`src/shared/sacc_pkg.sv`:
```
// constants and types of the successive-approximation conversion control
//
// Behaviour
// - sustain up to 100 kSPS and power down between conversions
// - each result belongs to the conversion its own select fall started
// - during acquisition arrays sample inputs, comparator terminals grounded
// - host lowers select after acquisition; falling edge starts conversion
// - open ground switches first, then move arrays from inputs to ground
// - binary search over 16 bits, MSB first, one array element per step
// - after the search return to acquisition and form the output code
// - output code is straight unsigned binary
// - overrange input saturates at all ones
// - underrange input saturates at all zeros
// - select high holds serial data output in high impedance
// - after fifth bit clock fall the data output is enabled and low
// - then result shifts out MSB first, one bit per bit clock fall
package sacc_pkg;
    // ****************************************************************
    // sizes and codes
    // ****************************************************************
    localparam int          SACC_BITS      = 16;
    localparam logic [15:0] SACC_CODE_ZERO = 16'h0000;
    localparam logic [15:0] SACC_CODE_ONES = 16'hFFFF;
    localparam logic [3:0]  SACC_LEAD_FALLS = 4'h5;
    localparam logic [4:0]  SACC_LAST_FALL  = 5'h15;
    // ****************************************************************
    // timing
    // ****************************************************************
    localparam int SACC_CLOCK_HZ   = 40000000;
    localparam int SACC_RATE_SPS   = 100000;
    localparam int SACC_CYCLES_PER_SAMPLE = SACC_CLOCK_HZ / SACC_RATE_SPS;
    localparam logic [4:0] SACC_SETTLE_CYCLES = 5'h02;
    // ****************************************************************
    // states
    // ****************************************************************
    typedef enum logic [2:0] {
        SACC_ACQUIRE   = 3'b000,
        SACC_OPEN_GND  = 3'b001,
        SACC_MOVE_GND  = 3'b010,
        SACC_SEARCH    = 3'b011,
        SACC_FINISH    = 3'b100
    } sacc_state_t;
endpackage

```
`src/logic/sacc_control.sv`:
```
// conversion control and serial readout of the successive-approximation converter
`timescale 1ns/1ps
`default_nettype none
module sacc_control (
    input  wire logic                       i_clock,           // system clock 40 MHz
    input  wire logic                       i_reset,           // synchronous, active high
    input  wire logic                       i_select_n,        // host select, active low
    input  wire logic                       i_serial_bit_clock,// host bit clock
    input  wire logic                       i_comp_high,       // comparator: trial below input
    input  wire logic                       i_over_range,      // input above reference span
    input  wire logic                       i_under_range,     // input below ground
    output logic                            o_positive_array_ground_switch, // closed when high
    output logic                            o_negative_array_ground_switch, // closed when high
    output logic                            o_arrays_on_inputs, // arrays tied to analog inputs
    output logic [sacc_pkg::SACC_BITS-1:0]  o_trial_bits,      // element at reference when high
    output logic                            o_powered,         // conversion core powered
    output logic                            o_busy,            // conversion in progress
    output logic [sacc_pkg::SACC_BITS-1:0]  o_result,          // last output code
    output logic                            o_data_out,        // serial data output value
    output logic                            o_data_oe          // serial data output enable
);
    import sacc_pkg::*;

    // ****************************************************************
    // pin synchronisers, three stages, change on agreement of 2 and 3
    // ****************************************************************
    logic [2:0] sel_sync_reg;
    logic [2:0] bck_sync_reg;
    logic       sel_reg;
    logic       bck_reg;
    logic       sel_next;
    logic       bck_next;

    assign sel_next = (sel_sync_reg[1] == sel_sync_reg[2]) ? sel_sync_reg[2] : sel_reg;
    assign bck_next = (bck_sync_reg[1] == bck_sync_reg[2]) ? bck_sync_reg[2] : bck_reg;

    always_ff @(posedge i_clock) begin
        if (i_reset) begin
            sel_sync_reg <= 3'h7;
            bck_sync_reg <= 3'h0;
            sel_reg      <= 1'b1;
            bck_reg      <= 1'b0;
        end else begin
            sel_sync_reg <= {sel_sync_reg[1:0], i_select_n};
            bck_sync_reg <= {bck_sync_reg[1:0], i_serial_bit_clock};
            sel_reg      <= sel_next;
            bck_reg      <= bck_next;
        end
    end

    wire sel_fall = sel_reg & ~sel_next;
    wire bck_fall = bck_reg & ~bck_next;
    wire sel_low  = ~sel_reg;

    // ****************************************************************
    // conversion state machine
    // ****************************************************************
    sacc_state_t      state_reg;
    sacc_state_t      state_next;
    logic [4:0]       wait_reg;
    logic [3:0]       bit_reg;
    logic [15:0]      trial_reg;
    logic [15:0]      result_reg;

    wire wait_done = (wait_reg == SACC_SETTLE_CYCLES);
    wire last_bit  = (bit_reg == 4'h0);
    wire [15:0] one_hot  = 16'h0001 << bit_reg;
    wire [15:0] kept     = i_comp_high ? trial_reg : (trial_reg & ~one_hot);
    wire [15:0] stepped  = kept | (one_hot >> 1);
    // clamp on range flags instead of letting the search wrap
    wire [15:0] final_code = i_over_range  ? SACC_CODE_ONES :
                             i_under_range ? SACC_CODE_ZERO :
                             kept;

    always_comb begin
        state_next = state_reg;
        case (state_reg)
            SACC_ACQUIRE: begin
                if (sel_fall) begin
                    state_next = SACC_OPEN_GND;
                end
            end
            SACC_OPEN_GND: begin
                if (wait_done) begin
                    state_next = SACC_MOVE_GND;
                end
            end
            SACC_MOVE_GND: begin
                if (wait_done) begin
                    state_next = SACC_SEARCH;
                end
            end
            SACC_SEARCH: begin
                if (last_bit) begin
                    state_next = SACC_FINISH;
                end
            end
            SACC_FINISH: begin
                state_next = SACC_ACQUIRE;
            end
            default: begin
                state_next = SACC_ACQUIRE;
            end
        endcase
    end

    always_ff @(posedge i_clock) begin
        if (i_reset) begin
            state_reg  <= SACC_ACQUIRE;
            wait_reg   <= 5'h00;
            bit_reg    <= 4'hF;
            trial_reg  <= 16'h0000;
            result_reg <= SACC_CODE_ZERO;
        end else begin
            state_reg <= state_next;
            wait_reg  <= (state_next != state_reg) ? 5'h00 : wait_reg + 5'h01;
            if (state_reg == SACC_MOVE_GND) begin
                bit_reg   <= 4'hF;
                trial_reg <= 16'h8000;
            end else if (state_reg == SACC_SEARCH) begin
                bit_reg   <= bit_reg - 4'h1;
                trial_reg <= last_bit ? kept : stepped;
                if (last_bit) begin
                    result_reg <= final_code;
                end
            end else if (state_reg == SACC_ACQUIRE) begin
                trial_reg <= 16'h0000;
            end
        end
    end

    // ground switches closed only in acquisition; arrays on inputs in acquisition and in SACC_OPEN_GND, while the ground switches are opened
    assign o_positive_array_ground_switch = (state_reg == SACC_ACQUIRE);
    assign o_negative_array_ground_switch = (state_reg == SACC_ACQUIRE);
    assign o_arrays_on_inputs = (state_reg == SACC_ACQUIRE) ||
                                (state_reg == SACC_OPEN_GND);
    assign o_trial_bits = trial_reg;
    assign o_powered    = (state_reg != SACC_ACQUIRE);
    assign o_busy       = (state_reg != SACC_ACQUIRE);
    assign o_result     = result_reg;

    // ****************************************************************
    // serial readout
    // ****************************************************************
    logic [4:0]  fall_cnt_reg;
    logic [15:0] shift_reg;
    logic        dout_reg;
    logic        oe_reg;

    always_ff @(posedge i_clock) begin
        if (i_reset) begin
            fall_cnt_reg <= 5'h00;
            shift_reg    <= 16'h0000;
            dout_reg     <= 1'b0;
            oe_reg       <= 1'b0;
        end else if (!sel_low) begin
            fall_cnt_reg <= 5'h00;
            dout_reg     <= 1'b0;
            oe_reg       <= 1'b0;
        end else if (bck_fall && fall_cnt_reg < SACC_LAST_FALL) begin
            fall_cnt_reg <= fall_cnt_reg + 5'h01;
            if (fall_cnt_reg + 5'h01 == {1'b0, SACC_LEAD_FALLS}) begin
                oe_reg    <= 1'b1;
                dout_reg  <= 1'b0;
                shift_reg <= result_reg;
            end else if (fall_cnt_reg >= {1'b0, SACC_LEAD_FALLS}) begin
                dout_reg  <= shift_reg[15];
                shift_reg <= {shift_reg[14:0], 1'b0};
            end
        end
    end

    assign o_data_out = dout_reg;
    assign o_data_oe  = oe_reg & sel_low;

    // ****************************************************************
    // checks
    // ****************************************************************
    a_switch_order: assert property (@(posedge i_clock) disable iff (i_reset)
        sel_fall && state_reg == SACC_ACQUIRE |=> !o_positive_array_ground_switch && o_arrays_on_inputs)
        else $error("arrays left inputs before ground switches opened");
    a_oe_select: assert property (@(posedge i_clock) disable iff (i_reset)
        !sel_low |-> !o_data_oe)
        else $error("data output driven while select high");
    a_search_len: assert property (@(posedge i_clock) disable iff (i_reset)
        state_reg == SACC_MOVE_GND && state_next == SACC_SEARCH
        |=> (state_reg == SACC_SEARCH)[*8] ##1 (state_reg == SACC_SEARCH)[*8]
        ##1 state_reg == SACC_FINISH)
        else $error("search did not take sixteen steps");
    a_back_acquire: assert property (@(posedge i_clock) disable iff (i_reset)
        state_reg == SACC_FINISH |=> state_reg == SACC_ACQUIRE && o_positive_array_ground_switch)
        else $error("did not return to acquisition");
    a_clamp_high: assert property (@(posedge i_clock) disable iff (i_reset)
        state_reg == SACC_SEARCH && last_bit && i_over_range |=> o_result == SACC_CODE_ONES)
        else $error("overrange not clamped");
    a_clamp_low: assert property (@(posedge i_clock) disable iff (i_reset)
        state_reg == SACC_SEARCH && last_bit && !i_over_range && i_under_range |=> o_result == SACC_CODE_ZERO)
        else $error("underrange not clamped");
    a_lead_low: assert property (@(posedge i_clock) disable iff (i_reset)
        sel_low && bck_fall && fall_cnt_reg == 5'h04 |=> o_data_oe && !o_data_out)
        else $error("leading low bit missing");
    a_msb_first: assert property (@(posedge i_clock) disable iff (i_reset)
        sel_low && bck_fall && fall_cnt_reg == 5'h05 |=> o_data_out == $past(shift_reg[15]))
        else $error("data not shifted msb first");
    // sequencing of power, result, switch and readout phases
    a_power_down: assert property (@(posedge i_clock) disable iff (i_reset)
        state_reg == SACC_FINISH |=> !o_powered)
        else $error("core not powered down after conversion");
    a_result_hold: assert property (@(posedge i_clock) disable iff (i_reset)
        !(state_reg == SACC_SEARCH && last_bit) |=> $stable(o_result))
        else $error("result changed outside its own conversion end");
    a_shift_load: assert property (@(posedge i_clock) disable iff (i_reset)
        sel_low && bck_fall && fall_cnt_reg == 5'h04 |=> shift_reg == $past(o_result))
        else $error("readout not loaded from current result");
    a_acq_grounded: assert property (@(posedge i_clock) disable iff (i_reset)
        $fell(o_busy) |-> o_positive_array_ground_switch && o_negative_array_ground_switch
        && o_arrays_on_inputs)
        else $error("acquisition without grounded terminals");
    a_start_conv: assert property (@(posedge i_clock) disable iff (i_reset)
        sel_fall && !o_busy |=> o_busy && state_reg == SACC_OPEN_GND)
        else $error("select fall did not start a conversion");
    a_open_first: assert property (@(posedge i_clock) disable iff (i_reset)
        $fell(o_arrays_on_inputs) |-> !$past(o_positive_array_ground_switch)
        && !$past(o_negative_array_ground_switch))
        else $error("arrays moved before ground switches opened");
    a_oe_pin_high: assert property (@(posedge i_clock) disable iff (i_reset)
        sel_sync_reg[2] && sel_sync_reg[1] |=> !o_data_oe)
        else $error("data output enabled after select settled high");
    a_fall_limit: assert property (@(posedge i_clock) disable iff (i_reset)
        sel_low && fall_cnt_reg == SACC_LAST_FALL |=> $stable(o_data_out))
        else $error("data moved after the last result bit");
endmodule
`default_nettype wire

```
`config.mk`:
```
export PLATFORM = sky130hd
export DESIGN_NAME = sacc_control
export DESIGN_NICKNAME = d
export VERILOG_FILES = /design/src/shared/sacc_pkg.sv /design/src/logic/sacc_control.sv
export SDC_FILE = /design/constraint.sdc
export NUM_CORES = 1
export LEC_CHECK = 0
export ABC_CLOCK_PERIOD_IN_PS = 2800
export BUFFER_PORTS_ARGS = -buffer_cell sky130_fd_sc_hd__buf_2
export CAP_MARGIN = 20
export CORE_UTILIZATION = 50
export DETAILED_ROUTE_END_ITERATION = 7
export PLACE_DENSITY = 0.79
export SYNTH_ARGS = -nofsm -noshare
export SYNTH_HDL_FRONTEND = slang
export SYNTH_SLANG_ARGS = --single-unit
```
`constraint.sdc`:
```
create_clock -name i_clock -period 2.8 [get_ports i_clock]
set_input_delay 0.84 -clock i_clock [delete_from_list [all_inputs] [get_ports i_clock]]
set_output_delay 0.84 -clock i_clock [all_outputs]
set_load 0.005 [all_outputs]
```
# After elaboration in Yosys (flattened, before gate mapping)
# Index checks and enable logic that the tools add are counted.
[totals]
romBits = 0
word_cells = 71
latchBits = 0
ram_bits = 0
register_bits = 75
mem_count = 0
[op_classes]
mul = 0
n_eq_ne = 8
addsub = 3
reduce_logical = 15
bitwise_logic = 10
muxes = 18
n_shift = 1
n_div = 0
n_lt_le_gt_ge = 2
[ops]
columns = ["cell", "n"]
rows = [
  ["16-bit 2-to-1 mux", 9],
  ["16-bit bitwise AND", 1],
  ["16-bit inverter", 1],
  ["16-bit by 15-bit bitwise OR with 16-bit output", 1],
  ["1-bit by 4-bit << shifter with 16-bit output (first input constant)", 1],
  ["3-bit 2-to-1 mux", 4],
  ["3-bit one-hot mux with 4 select lines", 1],
  ["5-bit by 1-bit adder with 5-bit output (second input constant)", 2],
  ["3-bit by 2-bit == test with 1-bit output (second input constant)", 2],
  ["3-bit AND reduction", 2],
  ["3-bit nonzero test", 2],
  ["2-bit OR reduction", 3],
  ["5-bit by 2-bit == test with 1-bit output (second input constant)", 1],
  ["5-bit by 3-bit == test with 1-bit output (second input constant)", 1],
  ["5-bit by 3-bit greater-or-equal comparator with 1-bit output (second input constant)", 1],
  ["5-bit < comparator (second input constant)", 1],
  ["4-bit zero test", 1],
  ["1-bit 2-to-1 mux", 4],
  ["1-bit inverter", 4],
  ["2-bit AND reduction", 2],
  ["2-bit nonzero test", 2],
  ["4-bit by 1-bit subtractor with 4-bit output (second input constant)", 1],
  ["1-bit bitwise AND", 3],
  ["3-bit by 1-bit == test with 1-bit output (second input constant)", 1],
  ["5 further kinds", 6],
]

# Longest topological paths before layout
[depth]
depth_word = 8
ltp_mapped = 9
depth_no_buf = 6

# Worst setup path before layout
# Ideal clock, no wire load.
[synth_timing]
path_type = "register to register"
from = "register fall_cnt_reg[0]"
to = "register shift_reg[0]"
path_stages_with_launch = 8
arrival_time_ps = 2046
synth_period_minus_slack_ps = 2118
setup_slack_ps = 682
path_buffers = 2
path_cell_list = "dfxtp_1 > ha_1 > nand4bb_1 > clkbuf_1 > or3_4 > a311oi_4 > buf_6 > mux2i_1"
[synth_between]
elab_chain_cells = 4
word_cells_on_any_way = 8
classes_between = "add/sub: 1; order compare: 2; eq/ne: 1; mux: 1; reduce/logical: 3"
[synth_lines]
columns = ["item", "line", "source"]
rows = [
  ["start: declaration", "sacc_control.sv:145", "logic [4:0] fall_cnt_reg;"],
  ["start signal: assignment", "sacc_control.sv:161", "fall_cnt_reg <= fall_cnt_reg + 5'h01;"],
  ["5-bit by 1-bit adder with 5-bit output", "sacc_control.sv:162", "if (fall_cnt_reg + 5'h01 == {1'b0, SACC_LEAD_FALLS}) begin"],
  ["5-bit by 3-bit == test with 1-bit output", "sacc_control.sv:162", ""],
  ["2-bit nonzero test (no line)", "-", ""],
  ["3-bit AND reduction (no line)", "-", ""],
  ["end signal: assignment", "sacc_control.sv:165", "shift_reg <= result_reg;"],
  ["end signal: assignment", "sacc_control.sv:168", "shift_reg <= {shift_reg[14:0], 1'b0};"],
  ["end: declaration", "sacc_control.sv:146", "logic [15:0] shift_reg;"],
]
# Several ways; a longest one is shown, not always the timed one.
# A chain may end at the register's enable or synchronous reset.

# Worst setup path in the final report
# Same ends and word-level chain as after synthesis.

==> flow_summary.ini <==
[die]
rows = 31
start_util_pct = 52.7
io_pins = 46
core_um2 = 7370
die_area_um2 = 8120
die_w_um = 90.1
die_y_um = 90.1

[timing]
period_share_pct = 89.5
slew_viol_final = 0
layout_min_cycle_time_ps = 2510
finalSetupTns_ps = 0
worst_hold_slack_ps = 411
max_slew.worst_pin.slew_ps = 906
max_freq_mhz = 399
finClkSkew_ps = 8.30
slew_headroom_pct = 39.6
rsz0062_at_grt = no
setup_violations = 0
final_hold_viol_count = 0

[clocking]
cts.sink_count = 75
post-cts-setup-buffers = 0
ctsHoldBuffers = 0
clk_pin_slew_worst_paths_ps = 80
cts_root_buf = clkbuf_8
cts_tree = yes
cts_buffers = 9
clk_latency_ps = 360
htree_levels = 3
cts.repair.resized = 0
clockBufferDepth = 2

[synthesis]
synth_ff_type = dfxtp_1
synth_cell_types = 51
synthArstFlopShare_pct = 0
ys_ff_latch = 75
ys_seq_area_share_pct = 38.7
synth_area_um2 = 3880
yosysWarnings = 0
netlist_instances = 475
syn-num-nets = 492
avgSynthCellArea_um2 = 8.17
synth_edf_count = 0

[cells_and_area]
drive_gt1_share_pct = 14.9
nets = 517
diodes = 0
syn_to_final_growth_pct = 10.9
multi_input_area_um2 = 2040
filler_cell_count = 691
final_util_pct = 58.4
regArea_um2 = 1500

[worst_setup_path]
cp.arrival_ps = 2800
critPathMaxFanout = 21
crit_type = flop to flop
startpoint_type = flop
cp-end-kind = flop
worstPathRequired_ps = 3090

[detailed_routing]
vias_per_cell = 5.93
vias = 3582
wire_per_inst_um = 15.5
firstDrtPassIters = 5
drc_errors = 0
drt_wl_total_um = 9360
drtAntennaViolNets = 0
drtIter0Drc = 276

[grt]
grt_max_degree = 51
grt_pass1_vias = 3176
overflow = 0
grt_usage_pct = 23.7
antenna_found_initial = 0
grt_pass1_wl_um = 15600

[worst_hold_path]
hold_class = flop to flop

[run]
max_cap_viol_count = 0

[place]
hpwl_um = 6540
numPortBuffers = 45
gp_congestion = 0.889

[power_and_ir_drop]
ir_drop_mv = 0.230
p_per_area_nw_per_um2 = 458
p_leak_nw = 1.62

[run_status]
status = complete, no violations
==> synthesized netlist by cell type, drive strengths merged (2+ instances only) <==
| master | n | area share [%] |
|---|---|---|
| nor4 | 16 | 2.6 |
| o211ai | 3 | 0.58 |
| o21ai | 12 | 1.5 |
| nor2b | 8 | 1.3 |
| nand2 | 41 | 4.0 |
| o21bai | 2 | 0.39 |
| nand4 | 2 | 0.32 |
| nor3 | 3 | 0.39 |
| a21o | 11 | 2.1 |
| a21oi | 39 | 5.0 |
| a211o | 2 | 0.45 |
| nand2b | 3 | 0.48 |
| and3b | 3 | 0.68 |
| clkbuf | 25 | 2.4 |
| o21a | 10 | 1.9 |
| and3 | 19 | 3.1 |
| nor2 | 27 | 2.6 |
| o32ai | 15 | 3.4 |
| nor4b | 3 | 0.68 |
| buf | 12 | 1.9 |
| or2 | 7 | 1.1 |
| inv | 45 | 4.4 |
| nand3 | 6 | 0.77 |
| xor2 | 4 | 0.90 |
| or3 | 2 | 0.45 |
| a221oi | 4 | 0.90 |
| xnor2 | 4 | 0.90 |
| nor3b | 2 | 0.39 |
| a21boi | 7 | 1.4 |
| o31ai | 3 | 0.58 |
| dfxtp | 75 | 39 |
| ha | 10 | 3.2 |
| a31oi | 6 | 0.97 |
| a211oi | 26 | 5.0 |
| nand3b | 2 | 0.39 |
| mux2i | 3 | 0.77 |
| o221ai | 4 | 0.90 |
==> cells in the final DEF, fill, tap and decap left out, types with 4 or more instances in the layout <==
| master | n |
|---|---|
| buf_2 | 45 |
| a21oi_1 | 39 |
| nor4_1 | 16 |
| or2_2 | 7 |
| nor2_1 | 27 |
| dfxtp_1 | 75 |
| o21ai_0 | 12 |
| clkbuf_8 | 10 |
| o221ai_1 | 4 |
| inv_1 | 45 |
| a31oi_1 | 6 |
| xnor2_1 | 4 |
| nand2_1 | 41 |
| and3_1 | 19 |
| a221oi_1 | 4 |
| o32ai_1 | 15 |
| a21o_1 | 11 |
| a21boi_0 | 6 |
| ha_1 | 10 |
| buf_4 | 6 |
| xor2_1 | 4 |
| nor2b_1 | 8 |
| o21a_1 | 10 |
| a211oi_1 | 26 |
| nand3_1 | 6 |
==> layer usage <==
layer	global-route usage (%)	vias up	part of all wire (%)	wire length [um]
met5	0	-	0	0
met4	10.3	0	2.0	188
met3	3.47	17	6.7	627
met2	36.3	138	46	4300
met1	33.0	1681	45	4250
li1	-	1746	-	-
==> final timing paths <==
check                           depth (start not counted)                    endpoint                         start  slack, ps
worst min-delay path                                    1  sel_sync_reg[1]$_SDFF_PP1_    sel_sync_reg[0]$_SDFF_PP1_        410
worst max-delay path                                    5   shift_reg[0]$_SDFFE_PP0P_  fall_cnt_reg[0]$_SDFFE_PP0P_        290
worst max register to register                          5   shift_reg[0]$_SDFFE_PP0P_  fall_cnt_reg[0]$_SDFFE_PP0P_        290
worst min register to register                          1  sel_sync_reg[1]$_SDFF_PP1_    sel_sync_reg[0]$_SDFF_PP1_        410
==> through the flow <==
stage | instance area [um^2] | setup slack (ps) | total power [mW] | std cells
detailed placement | 4110 | 345 | 1.15 | 588
CTS | 4300 | 335 | 1.98 | 604
global route | 4300 | 203 | 2.03 | 604
finish | 4300 | 293 | 1.97 | 604
floorplan | 3880 | 682 | 1.14 | 475
global placement | 4110 | 457 | 1.15 | 588
==> power by group <==
part	leakage [nW]	internal [mW]	total, mW	switching, mW
Clock	0.0926	0.435	0.839	0.404
Combinational	0.918	0.0159	0.0505	0.0346
Sequential	0.606	1.07	1.08	0.00620
Total	1.62	1.52	1.97	0.445
==> layout make-up <==
cell class / instances / share of cell area (%)
tap: 99 / 2.88
inverter: 45 / 3.92
timing repair buffer: 51 / 6.28
multi-input combinational: 318 / 47.5
clock buffer: 12 / 3.37
sequential: 75 / 34.9
clock inverter: 4 / 1.16
==> cell families after synthesis <==
| kind of cell | after synthesis | share of synthesized area, % |
|---|---|---|
| flops | 75 | 38.7 |
| buf+inv | 82 | 8.64 |
| compound gates | 150 | 27.0 |
| simple gates | 147 | 19.9 |
| mux | 3 | 0.774 |
| fa+ha+maj | 10 | 3.22 |
| xor+xnor | 8 | 1.81 |
==> worst max-delay path, stage by stage (launching register included) <==
cell       delay [ps]
dfxtp_1           380
ha_1              280
nand4bb_1         240
or3_4             540
a311oi_4          740
mux2i_1           270
(Power assumes the default switching activity.)
